File: src/common/nvm_seq_pkg.sv
/*
 * Constants, field positions and types shared by the nonvolatile memory
 * command sequencer. Assumes a 100 MHz bus clock and an APB master.
 */
// Function
// - code 0x0a erases program-array sector; index 0 code+addr[17:16], index 1 addr[15:0]
// - program-array sector: erase, then blank verify, then completion flag set
// - code 0x12 erases one eeprom sector, same parameter layout as program-array erase
// - eeprom sector: erase, then verify, then completion flag set
// - eeprom sector erase with parameter index other than 001 raises access error
// - command unavailable in current mode or invalid 18-bit address raises access error
// - eeprom word address with bit 0 set raises access error
// - eeprom erase or program on protected region raises protection violation, no change
// - verify sets verify error on any fault, uncorrectable flag on non-correctable fault
// - eeprom program with parameter index below 010 or above 101 raises access error
// - eeprom program running past end of eeprom block raises access error
// - twenty byte-wide registers occupy word indices 0x00 through 0x13, byte offsets 0x00 through 0x4c
// - any divider write sets divider-loaded bit; bit reads 0 until first write
// - program or erase launched with divider not loaded raises access error, no run
// - while completion flag is 0 no launch and parameter window writes ignored
// - program-array protect accepts only listed scenario transitions, others ignored
// - eeprom protect only adds protection: size increases, open bit only 1 to 0
// - eeprom protect open bit set means eeprom unprotected whatever the size
// - eeprom protect open bit and size load from config byte at 0x3_ff0d at reset
// - special single-chip mode and secured state inputs steer command availability
package nvm_seq_pkg;
    // register indices; byte address is four times the index
    localparam logic [4:0] IDX_DIVIDER = 5'h00;
    localparam logic [4:0] IDX_SECURITY = 5'h01;
    localparam logic [4:0] IDX_PARAM_INDEX = 5'h02;
    localparam logic [4:0] IDX_CONFIG = 5'h04;
    localparam logic [4:0] IDX_FAULT_CFG = 5'h05;
    localparam logic [4:0] IDX_STATUS = 5'h06;
    localparam logic [4:0] IDX_FAULT_STATUS = 5'h07;
    localparam logic [4:0] IDX_PPROT = 5'h08;
    localparam logic [4:0] IDX_EEPROM_PROTECT = 5'h09;
    localparam logic [4:0] IDX_WINDOW_HI = 5'h0a;
    localparam logic [4:0] IDX_WINDOW_LO = 5'h0b;
    localparam logic [4:0] IDX_LAST = 5'h13;
    // status, divider and protect register fields
    localparam int ST_COMPLETE = 7;
    localparam int ST_ACCESS_ERROR_FLAG = 5;
    localparam int ST_PVIOL = 4;
    localparam int ST_BUSY = 3;
    localparam int ST_VERR = 1;
    localparam int ST_VUNC = 0;
    localparam int DIV_LOADED = 7;
    localparam int PP_OPEN = 7;
    localparam int PP_HDIS = 5;
    localparam int PP_LDIS = 2;
    // commands
    localparam logic [7:0] CMD_PSECTOR_ERASE = 8'h0a;
    localparam logic [7:0] CMD_EE_PROGRAM = 8'h11;
    localparam logic [7:0] CMD_EE_SECTOR_ERASE = 8'h12;
    localparam logic [2:0] PIDX_ADDR = 3'h1;
    localparam logic [2:0] PIDX_PROG_MIN = 3'h2;
    localparam logic [2:0] PIDX_PROG_MAX = 3'h5;
    // address map (plain defaults)
    localparam logic [17:0] EE_BASE = 18'h00400;
    localparam logic [17:0] EE_LAST = 18'h007ff;
    localparam logic [17:0] PF_BASE = 18'h38000;
    localparam logic [17:0] PF_LAST = 18'h3ffff;
    localparam logic [17:0] EE_PROT_UNIT = 18'h00020;
    localparam logic [17:0] CFG_EEPROM_PROTECT_ADDR = 18'h3ff0d;
    // reset values
    localparam logic [7:0] RST_PPROT = 8'hff;
    localparam logic [7:0] RST_STATUS = 8'h80;
    localparam logic [7:0] RST_SECURITY = 8'hfe;
    // array operations
    localparam logic [1:0] OP_ERASE = 2'h0;
    localparam logic [1:0] OP_VERIFY = 2'h1;
    localparam logic [1:0] OP_PROGRAM = 2'h2;
    typedef enum logic [4:0] {
        S_BOOT = 5'b00001,
        S_IDLE = 5'b00010,
        S_ERASE = 5'b00100,
        S_VERIFY = 5'b01000,
        S_PROGRAM = 5'b10000
    } seq_state_t;
endpackage

File: src/verilog/nvm_sector_erase_sequencer.sv
/*
 * Command sequencer of the nonvolatile memory controller: APB register file,
 * launch checks, sector erase/verify and eeprom program, timebase divider,
 * protection registers. Assumes the array answers each request with a
 * one-cycle done pulse and that i_cfg_eeprom_protect is stable at reset release.
 */
// The implementer's own choice: the APB slave port.
`timescale 1ns/10ps
`default_nettype none
module nvm_sector_erase_sequencer
    import nvm_seq_pkg::*;
(
    input wire logic i_clock,
    input wire logic i_rstn,
    input wire logic i_psel,
    input wire logic i_penable,
    input wire logic i_pwrite,
    input wire logic [31:0] i_paddr,
    input wire logic [31:0] i_pwdata,
    output logic [31:0] o_prdata,
    output logic o_pready,
    output logic o_pslverr,
    input wire logic i_special_mode,
    input wire logic i_secured,
    input wire logic [7:0] i_cfg_eeprom_protect,
    output logic o_array_req,
    output logic [1:0] o_array_op,
    output logic o_array_eeprom,
    output logic [17:0] o_array_addr,
    output logic [15:0] o_array_wdata,
    input wire logic i_array_done,
    input wire logic i_array_err,
    input wire logic i_array_uncorr,
    output logic o_nvm_timebase_tick
);

    typedef struct packed {
        seq_state_t state;
        logic [7:0] divider;
        logic [2:0] pidx;
        logic [7:0] config_ctl;
        logic [1:0] fault_cfg;
        logic [7:0] status;
        logic [7:0] pprot;
        logic [7:0] eeprom_protect;
        logic [7:0][15:0] window;
        logic [7:0] rdata;
        logic req;
        logic [1:0] op;
        logic eeprom;
        logic [17:0] addr;
        logic [15:0] wdata;
        logic [2:0] word;
        logic [2:0] last_word;
        logic [5:0] tb_cnt;
        logic tick;
    } state_t;

    state_t cur_r;
    state_t cur_nxt;

    // scenario code built from the open and two disable bits
    function automatic logic [2:0] scen(input logic [7:0] v);
        scen = {v[PP_OPEN], v[PP_HDIS], v[PP_LDIS]};
    endfunction

    function automatic logic pprot_allowed(input logic [2:0] f, input logic [2:0] t);
        case (f)
            3'h0: pprot_allowed = (t <= 3'h3);
            3'h1: pprot_allowed = (t == 3'h1) || (t == 3'h3);
            3'h2: pprot_allowed = (t == 3'h2) || (t == 3'h3);
            3'h3: pprot_allowed = (t == 3'h3);
            3'h4: pprot_allowed = (t == 3'h3) || (t == 3'h4);
            3'h5: pprot_allowed = (t >= 3'h2) && (t <= 3'h5);
            3'h6: pprot_allowed = (t == 3'h1) || (t == 3'h3) || (t == 3'h4) || (t == 3'h6);
            3'h7: pprot_allowed = 1'b1;
            default: pprot_allowed = 1'b0;
        endcase
    endfunction

    // open may only fall; size may only grow, or stay while the open bit falls
    function automatic logic eeprom_protect_allowed(input logic [7:0] f, input logic [7:0] t);
        if (t[7] > f[7]) begin
            eeprom_protect_allowed = 1'b0;
        end else if (t[6:0] > f[6:0]) begin
            eeprom_protect_allowed = 1'b1;
        end else begin
            eeprom_protect_allowed = (t[6:0] == f[6:0]) && (t[7] != f[7]);
        end
    endfunction

    logic apb_access;
    logic apb_wr;
    logic apb_rd;
    logic [4:0] reg_idx;
    logic addr_ok;
    logic [7:0] wbyte;
    logic [7:0] cmd;
    logic [17:0] gaddr;
    logic ee_range;
    logic pf_range;
    logic ee_prot;
    logic mode_ok;
    logic [17:0] run_end;
    logic acc_err;
    logic prot_err;
    logic launch;

    assign apb_access = i_psel && i_penable;
    assign reg_idx = i_paddr[6:2];
    assign addr_ok = (i_paddr[31:7] == 25'h0) && (i_paddr[1:0] == 2'h0)
        && (reg_idx <= IDX_LAST);
    assign apb_wr = apb_access && i_pwrite && addr_ok;
    assign apb_rd = i_psel && !i_penable && !i_pwrite && addr_ok;
    assign wbyte = i_pwdata[7:0];

    assign cmd = cur_r.window[0][15:8];
    assign gaddr = {cur_r.window[0][1:0], cur_r.window[1]};
    assign ee_range = (gaddr >= EE_BASE) && (gaddr <= EE_LAST);
    assign pf_range = (gaddr >= PF_BASE) && (gaddr <= PF_LAST);
    // the region protected grows upward from the eeprom base, one unit per size step
    assign ee_prot = !cur_r.eeprom_protect[7]
        && ((gaddr - EE_BASE) < (18'({11'h0, cur_r.eeprom_protect[6:0]}) + 18'h1) * EE_PROT_UNIT);
    // secured special single-chip mode drops both erase and program commands
    assign mode_ok = !(i_special_mode && i_secured);
    // each extra word past index 2 adds two bytes to the run
    assign run_end = gaddr + 18'({cur_r.pidx - PIDX_PROG_MIN, 1'b0});

    assign launch = apb_wr && (reg_idx == IDX_STATUS) && wbyte[ST_COMPLETE]
        && cur_r.status[ST_COMPLETE] && !cur_r.status[ST_ACCESS_ERROR_FLAG]
        && !cur_r.status[ST_PVIOL];

    always_comb begin
        acc_err = !cur_r.divider[DIV_LOADED] || !mode_ok;
        prot_err = 1'b0;
        case (cmd)
            CMD_PSECTOR_ERASE: begin
                acc_err = acc_err || (cur_r.pidx != PIDX_ADDR) || !pf_range;
                prot_err = !cur_r.pprot[PP_OPEN];
            end
            CMD_EE_SECTOR_ERASE: begin
                acc_err = acc_err || (cur_r.pidx != PIDX_ADDR)
                    || !ee_range || gaddr[0];
                prot_err = ee_prot;
            end
            CMD_EE_PROGRAM: begin
                acc_err = acc_err || (cur_r.pidx < PIDX_PROG_MIN)
                    || (cur_r.pidx > PIDX_PROG_MAX)
                    || !ee_range || gaddr[0]
                    || (run_end > EE_LAST - 18'h1);
                prot_err = ee_prot;
            end
            default: acc_err = 1'b1;
        endcase
    end

    always_comb begin
        cur_nxt = cur_r;
        cur_nxt.rdata = 8'h00;
        cur_nxt.tick = 1'b0;
        // timebase: one tick every divider+1 bus cycles
        if (cur_r.tb_cnt >= cur_r.divider[5:0]) begin
            cur_nxt.tb_cnt = 6'h0;
            cur_nxt.tick = cur_r.divider[DIV_LOADED];
        end else begin
            cur_nxt.tb_cnt = cur_r.tb_cnt + 6'h1;
        end
        if (apb_rd) begin
            case (reg_idx)
                IDX_DIVIDER: cur_nxt.rdata = cur_r.divider;
                IDX_SECURITY: cur_nxt.rdata = RST_SECURITY;
                IDX_PARAM_INDEX: cur_nxt.rdata = {5'h0, cur_r.pidx};
                IDX_CONFIG: cur_nxt.rdata = cur_r.config_ctl;
                IDX_FAULT_CFG: cur_nxt.rdata = {6'h0, cur_r.fault_cfg};
                IDX_STATUS: cur_nxt.rdata = cur_r.status;
                IDX_PPROT: cur_nxt.rdata = cur_r.pprot;
                IDX_EEPROM_PROTECT: cur_nxt.rdata = cur_r.eeprom_protect;
                IDX_WINDOW_HI: cur_nxt.rdata = cur_r.window[cur_r.pidx][15:8];
                IDX_WINDOW_LO: cur_nxt.rdata = cur_r.window[cur_r.pidx][7:0];
                default: cur_nxt.rdata = 8'h00;
            endcase
        end
        // the other registers still take writes while busy; only window writes are dropped
        if (apb_wr) begin
            case (reg_idx)
                IDX_DIVIDER: cur_nxt.divider = {1'b1, 1'b0, wbyte[5:0]};
                IDX_PARAM_INDEX: cur_nxt.pidx = wbyte[2:0];
                IDX_CONFIG: cur_nxt.config_ctl = wbyte & 8'h93;
                IDX_FAULT_CFG: cur_nxt.fault_cfg = wbyte[1:0];
                IDX_STATUS: begin
                    if (wbyte[ST_ACCESS_ERROR_FLAG]) begin
                        cur_nxt.status[ST_ACCESS_ERROR_FLAG] = 1'b0;
                    end
                    if (wbyte[ST_PVIOL]) begin
                        cur_nxt.status[ST_PVIOL] = 1'b0;
                    end
                end
                IDX_PPROT: begin
                    if (pprot_allowed(scen(cur_r.pprot), scen(wbyte))) begin
                        cur_nxt.pprot = wbyte;
                    end
                end
                IDX_EEPROM_PROTECT: begin
                    if (eeprom_protect_allowed(cur_r.eeprom_protect, wbyte)) begin
                        cur_nxt.eeprom_protect = wbyte;
                    end
                end
                IDX_WINDOW_HI: begin
                    if (cur_r.status[ST_COMPLETE]) begin
                        cur_nxt.window[cur_r.pidx][15:8] = wbyte;
                    end
                end
                IDX_WINDOW_LO: begin
                    if (cur_r.status[ST_COMPLETE]) begin
                        cur_nxt.window[cur_r.pidx][7:0] = wbyte;
                    end
                end
                default: cur_nxt.rdata = cur_nxt.rdata;
            endcase
        end
        case (cur_r.state)
            S_BOOT: begin
                // config byte at CFG_EEPROM_PROTECT_ADDR arrives on i_cfg_eeprom_protect
                cur_nxt.eeprom_protect = i_cfg_eeprom_protect;
                cur_nxt.state = S_IDLE;
            end
            S_IDLE: begin
                if (launch) begin
                    cur_nxt.status[ST_VERR] = 1'b0;
                    cur_nxt.status[ST_VUNC] = 1'b0;
                    if (acc_err) begin
                        cur_nxt.status[ST_ACCESS_ERROR_FLAG] = 1'b1;
                    end else if (prot_err) begin
                        cur_nxt.status[ST_PVIOL] = 1'b1;
                    end else begin
                        cur_nxt.status[ST_COMPLETE] = 1'b0;
                        cur_nxt.status[ST_BUSY] = 1'b1;
                        cur_nxt.req = 1'b1;
                        cur_nxt.addr = gaddr;
                        cur_nxt.eeprom = (cmd != CMD_PSECTOR_ERASE);
                        cur_nxt.word = PIDX_PROG_MIN;
                        cur_nxt.last_word = cur_r.pidx;
                        cur_nxt.wdata = cur_r.window[PIDX_PROG_MIN];
                        if (cmd == CMD_EE_PROGRAM) begin
                            cur_nxt.op = OP_PROGRAM;
                            cur_nxt.state = S_PROGRAM;
                        end else begin
                            cur_nxt.op = OP_ERASE;
                            cur_nxt.state = S_ERASE;
                        end
                    end
                end
            end
            S_ERASE: begin
                if (i_array_done) begin
                    cur_nxt.op = OP_VERIFY;
                    cur_nxt.state = S_VERIFY;
                end
            end
            S_VERIFY: begin
                if (i_array_done) begin
                    cur_nxt.status[ST_VERR] = i_array_err || i_array_uncorr;
                    cur_nxt.status[ST_VUNC] = i_array_uncorr;
                    cur_nxt.status[ST_COMPLETE] = 1'b1;
                    cur_nxt.status[ST_BUSY] = 1'b0;
                    cur_nxt.req = 1'b0;
                    cur_nxt.state = S_IDLE;
                end
            end
            S_PROGRAM: begin
                if (i_array_done) begin
                    cur_nxt.status[ST_VERR] = cur_r.status[ST_VERR] || i_array_err
                        || i_array_uncorr;
                    cur_nxt.status[ST_VUNC] = cur_r.status[ST_VUNC] || i_array_uncorr;
                    if (cur_r.word == cur_r.last_word) begin
                        cur_nxt.status[ST_COMPLETE] = 1'b1;
                        cur_nxt.status[ST_BUSY] = 1'b0;
                        cur_nxt.req = 1'b0;
                        cur_nxt.state = S_IDLE;
                    end else begin
                        cur_nxt.word = cur_r.word + 3'h1;
                        cur_nxt.addr = cur_r.addr + 18'h2;
                        cur_nxt.wdata = cur_r.window[cur_r.word + 3'h1];
                    end
                end
            end
            default: cur_nxt.state = S_IDLE;
        endcase
    end

    always_ff @(posedge i_clock or negedge i_rstn) begin
        if (!i_rstn) begin
            cur_r <= '0;
            cur_r.state <= S_BOOT;
            cur_r.status <= RST_STATUS;
            cur_r.pprot <= RST_PPROT;
        end else begin
            cur_r <= cur_nxt;
        end
    end

    assign o_prdata = {24'h0, cur_r.rdata};
    // zero wait states: reads are captured in setup, writes land at the access edge
    assign o_pready = 1'b1;
    assign o_pslverr = apb_access && !addr_ok;
    assign o_array_req = cur_r.req;
    assign o_array_op = cur_r.op;
    assign o_array_eeprom = cur_r.eeprom;
    assign o_array_addr = cur_r.addr;
    assign o_array_wdata = cur_r.wdata;
    assign o_nvm_timebase_tick = cur_r.tick;

endmodule
`default_nettype wire

File: config.mk
export PLATFORM = sky130hd
export DESIGN_NAME = nvm_sector_erase_sequencer
export DESIGN_NICKNAME = d
export VERILOG_FILES = /design/src/common/nvm_seq_pkg.sv /design/src/verilog/nvm_sector_erase_sequencer.sv
export SDC_FILE = /design/constraint.sdc
export NUM_CORES = 1
export LEC_CHECK = 0
export BUFFER_PORTS_ARGS = -buffer_cell sky130_fd_sc_hd__buf_2
export CAP_MARGIN = 20
export CORE_MARGIN = 3
export CORE_UTILIZATION = 54
export DETAILED_ROUTE_END_ITERATION = 7
export GPL_ROUTABILITY_DRIVEN = 0
export PLACE_DENSITY = 0.77
export SLEW_MARGIN = 20
export SYNTH_ARGS = -nofsm -noshare
export SYNTH_HDL_FRONTEND = slang
export SYNTH_SLANG_ARGS = --single-unit
File: constraint.sdc
create_clock -name i_clock -period 3.4 [get_ports i_clock]
set_input_delay 0.17 -clock i_clock [delete_from_list [all_inputs] [get_ports i_clock]]
set_output_delay 0.17 -clock i_clock [all_outputs]
set_load 0.005 [all_outputs]
## Yosys cells after proc, flatten, opt, wreduce, memory -nomap -nowiden

Cells that the tools add are included.

| word-level totals | value |
|---|---|
| output and inout port bits | 73 |
| word-level logic and storage cells | 248 |
| input port bits | 82 |
| register bits | 230 |

| operators by class | value |
|---|---|
| bitwise logic cells | 2 |
| equality and inequality tests | 44 |
| $add $sub $neg | 7 |
| reductions and logical operators | 75 |
| multiplexer cells | 74 |
| magnitude comparators | 18 |

Operators by type and width:

| cell | count |
|---|---|
| $bwmux W128 | 2 |
| $mux W128 | 2 |
| $pmux W128 S2 | 1 |
| $mux W144 | 1 |
| $mux W44 | 3 |
| $bmux W16 S3 | 2 |
| $demux W16 S3 | 2 |
| $pmux W8 S10 | 1 |
| $mux W37 | 2 |
| $pmux W37 S2 | 1 |
| $mux W16 | 3 |
| $mux W5 | 8 |
| $mux W8 | 5 |
| $eq A5 B4 Y1 const B | 5 |
| $logic_not A25 Y1 | 1 |
| $logic_and A1 B1 Y1 | 21 |
| $mux W1 | 21 |
| $eq A5 B3 Y1 const B | 4 |
| $ne A2 B2 Y1 const B | 10 |
| $pmux W5 S4 | 1 |
| $logic_or A1 B1 Y1 | 19 |
| $add A18 B2 Y18 const B | 1 |
| $add A18 B4 Y18 | 1 |
| $eq A3 B3 Y1 const B | 6 |
| 56 further kinds | 97 |

## Longest topological paths before layout

| logic depth | value |
|---|---|
| depth after elaboration | 11 |
| depth in mapped cells | 15 |
| depth with buffers taken out | 13 |

## Worst setup path before layout

No wires, ideal clock.

| timing | value |
|---|---|
| path kind | flip-flop to flip-flop |
| start point | register cur_r[223] in the netlist's numbering |
| end point | register cur_r, in the netlist o_array_wdata[10] |
| setup time | 0.126 ns |
| cell stages (with the launch flop) | 15 |
| path slack | 0.132 ns |
| arrival | 3.142 ns |
| period minus slack after synthesis | 3.268 ns |
| required time | 3.274 ns |
| buffers on the path | 3 |
| cell sequence | dfrtp_1 inv_2 clkbuf_1 ha_1 inv_1 ha_1 o21ai_0 nor3_1 and4b_1 o21ai_0 a2111oi_4 a21o_1 buf_4 buf_2 a21oi_1 |

| between the ends | value |
|---|---|
| word-level cells in the longest chain between the ends | 9 |
| elaborated cells on any way between the ends | 18 |
| those cells by class | add/sub: 2; order compare: 3; eq/ne: 2; mux: 1; reduce/logical: 10 |

Ends and longest elaborated chain:

| element | RTL line | RTL |
|---|---|---|
| start, declared | nvm_sector_erase_sequencer.sv:59 | `state_t cur_r;` |
| start signal, assigned | nvm_sector_erase_sequencer.sv:298 | `cur_r <= cur_nxt;` |
| branches (longest 6 deep; another with $add A18 B4 Y18) | - |  |
| $pmux W1 S3 * | nvm_sector_erase_sequencer.sv:136 | `case (cmd)` |
| $ne A2 B2 Y1 (no line) * | - |  |
| $reduce_and A6 Y1 (no line) * | - |  |

Mark *: on every way between the ends.
A chain may end at the register's enable or synchronous reset.

## Worst setup path in the final report

| timing | value |
|---|---|
| start point | register cur_r[187] in the netlist's numbering |
| end point | register cur_r, in the netlist o_array_wdata[9] |

| between the ends | value |
|---|---|
| word-level cells in the longest chain between the ends | 6 |

Ends and longest elaborated chain:

| element | RTL line | RTL |
|---|---|---|
| $add A7 B1 Y8 | nvm_sector_erase_sequencer.sv:123 | `&& ((gaddr - EE_BASE) < (18'({11'h0, cur_r.eeprom_protect[6:0]}) + 18'h1) * EE_PROT_UNIT);` |
| $lt A18 B13 Y1 | nvm_sector_erase_sequencer.sv:123 |  |
| $logic_and A1 B1 Y1 | nvm_sector_erase_sequencer.sv:123 |  |
| $pmux W1 S2 | nvm_sector_erase_sequencer.sv:136 |  |
| $ne A2 B2 Y1 (no line) | - |  |
| $reduce_and A6 Y1 (no line) | - |  |

No other way between the ends.

==> results_dict.tcl <==
set metrics [dict create \
    critPathSlowestCell "dfrtp_1" \
    cp-startpoint "cur_r[187]" \
    setup_viol 0 \
    clkPwrFrac_pct 44.2 \
    min_from "i_pwrite" \
    grt_max_degree 95 \
    grt_pass1_wl_um 60700 \
    crit_family "compound AO/OA/AOI/OAI gates" \
    ant_nets 0 \
    layout_min_cycle_time_ps 3180 \
    post-dp-hpwl_um 26300 \
    synthTopCellsByArea "dfrtp_1, mux2_2, mux4_2" \
    synth-async-reset-ratio_pct 100 \
    netlist_instances 1260 \
    leakage_nw 6.90 \
    synthTopCellsByCount "dfrtp_1, mux2_2, nand2_1" \
    finalCritPeriodShare_pct 93.6 \
    yosysWarnings 0 \
    drt_iter0_markers 1423 \
    path_clk_slew_ps 60 \
    drt_pass1_iterations 7 \
    initial_utilization_pct 55.4 \
    path_class "flip-flop to flip-flop" \
    hold_path.class "input port to flip-flop" \
    fin_nets 1453 \
    clk_latency_ps 540 \
    max_slew.worst_pin.slew_ps 753 \
    synth.avg_cell_area_um2 10.8 \
    die_area_mm2 0.0271 \
    num_vias 10719 \
    synth_cell_types 68 \
    slowest_delay_ps 430 \
    antenna_found_initial 0 \
    numCtsBuffers 25 \
    worstReg2RegStart "cur_r[187]" \
    switching_share_pct 26.3 \
    cp-end-kind "flip-flop" \
    synth.largest_area_cell "dfrtp_1" \
    path_cells "ha_1 -> nand2_1 -> nor2_1 -> xnor2_1 -> ha_1 -> and4_1 -> a22o_1 -> a2111oi_1 -> a31o_2 -> a2111oi_4 -> buf_4 -> a31oi_2 -> a21oi_1" \
    overflow 0 \
    power_density_mw_per_mm2 433 \
    nFillCells 1862 \
    die_x_um 165 \
    post-route-drc-count 0 \
    slew_headroom_pct 49.8 \
    coreArea_mm2 0.0245 \
    synth_edf_count 0 \
    status "finished clean" \
    io_buffers 105 \
    p_total_mw 6.60 \
    drive_gt1_share_pct 32.2 \
    start_kind "flip-flop" \
    worstPathArrival_ps 3640 \
    die_h_um 165 \
    ir_drop_mv 0.312 \
    final_area_mm2 0.0152 \
    synth_seq_area_share_pct 42.4 \
    synth_top_cell_area_share_pct 40.5 \
    drt-vias-per-instance 6.40 \
    pwr-share-seq_pct 43.8 \
    cp_common_cell "ha_1" \
    report.final.slew_viol_count 0 \
    rsz0062_at_grt "false" \
    ios 155 \
    critPathBufInv 1 \
    cts.sinks 230 \
    worstPathRequired_ps 3860 \
    syn2layout_area_growth_pct 12.1 \
    wl_per_cell_um 23.1 \
    skew_ps 19.0 \
    setup_ws_ps 218 \
    internal_power_mw 4.86 \
    yosysMostFrequentCell "dfrtp_1" \
    cap_violations 0 \
    finalHoldViolations 0 \
    antenna_cells 0 \
    htree_levels 1 \
    post_dp_cell_area_mm2 0.0141 \
    syn-cell-area_mm2 0.0136 \
    wl_um 38600 \
    synth_ff_type "dfrtp_1" \
    max_freq_mhz 314 \
    tns_ps 0 \
    grt_pass1_vias 10750 \
    track_usage_pct 28.7 \
    root_buffer "clkbuf_16" \
    ys_ff_latch 230 \
    combPwrFrac_pct 12.1 \
    pre_cts_slack_ps -155 \
    rows 57 \
    switchingPower_mw 1.74 \
    cts_tree "built" \
    clockBufferDepth 3 \
    cp_max_fo 14 \
]
logic make-up (layout without fill, tap and decap cells):
logic type / count (synthesis) / in the layout / synth area share (%)
buf+inv: 170 / 237 / 6.91
simple gates: 371 / 371 / 13.0
compound gates: 220 / 220 / 10.1
flops: 230 / 230 / 42.4
other cells: 2 / 26 / 0.0553
mux: 213 / 213 / 22.9
xor+xnor: 15 / 15 / 0.967
fa+ha+maj: 39 / 39 / 3.65
layout by cell type, fill, tap and decap left out, types with 5 or more instances in the layout:
cell type / netlist / final
nor2_1: 85 / 84
a221oi_1: 5 / 5
nand2_1: 137 / 137
buf_4: 73 / 42
buf_2: 16 / 104
a31oi_2: 0 / 7
o21ai_1: 5 / 5
mux2i_1: 8 / 8
o21ai_0: 39 / 39
and3_1: 9 / 9
o31ai_1: 11 / 11
nand3_1: 37 / 37
inv_1: 28 / 28
a21oi_1: 75 / 74
mux4_2: 64 / 64
o22ai_1: 5 / 5
ha_1: 38 / 37
a21o_1: 8 / 7
xnor2_1: 11 / 11
nor3_1: 21 / 21
clkbuf_16: 0 / 25
dfrtp_1: 220 / 219
a31oi_1: 29 / 22
nand4_1: 17 / 17
conb_1: 2 / 26
clkinv_2: 0 / 5
dfstp_2: 10 / 10
nor2b_1: 6 / 6
a22oi_1: 10 / 10
mux2_2: 141 / 141
nand2b_1: 8 / 8
and2_1: 12 / 12
o211ai_1: 7 / 7
nor4_1: 14 / 14
dlygate4sd3_1: 0 / 13
routing by layer:
layer / part of all wire, % / global-route usage (%) / vias to the layer above
met5: 0 / 0 / -
li1: - / - / 4673
met2: 47 / 46.1 / 596
met3: 9.5 / 5.54 / 115
met4: 5.3 / 14.2 / 0
met1: 38 / 37.4 / 5335
power groups by stage:
stage / combinational (mW) / clock (mW) / sequential, mW
after global routing: 0.880 / 3.05 / 2.89
after global placement: 0.744 / 0 / 2.93
after floorplan: 0.504 / 0 / 2.90
after detailed placement: 0.765 / 0 / 2.93
final: 0.795 / 2.91 / 2.89
after CTS: 0.782 / 2.93 / 2.88
tightest hold or removal path, cell delays in order:
cell,delay [ps]
buf_2,80
nor4b_1,50
o2111ai_1,210
nor2_1,90
cell type report:
class,instances,area (µm²),share of cell area [%]
Sequential cell,230,5770,37.9
Tap cell,324,405,2.66
Clock buffer,31,688,4.52
Multi-Input combinational cell,884,7040,46.2
Timing Repair Buffer,162,1020,6.70
Inverter,29,109,0.715
Clock inverter,15,194,1.27
what timing repair did:
item | 4_1_cts | 5_1_grt
endpoints found under the setup margin | 13 | 32
pin swaps | 0 | 2
gates cloned | 0 | 0
hold buffers | 13 | 0
resized for setup | 1 | 11
buffers inserted | 0 | 1
endpoints found under the hold margin | 94 | 0
metrics by stage:
step	instances	hold WS [ps]	utilization, %
2_1_floorplan	1284	-126	-
3_3_place_gp	1615	241	57.6
3_5_place_dp	1615	245	57.6
4_1_cts	1674	118	61.8
5_1_grt	1675	172	62.1
6_report	1675	126	62.1
final timing paths:
| kind | end | cells past startpoint | slack, ps |
|---|---|---|---|
| max | o_array_wdata[9] | 13 | 220 |
| max reg2reg | o_array_wdata[9] | 13 | 220 |
| max in group asynchronous | cur_r[199] | 3 | 2150 |
| min in group asynchronous | cur_r[193] | 2 | 260 |
| min reg2reg | o_array_req | 2 | 470 |
| min | o_prdata[7] | 4 | 130 |
Power figures use the tool's default switching activity.
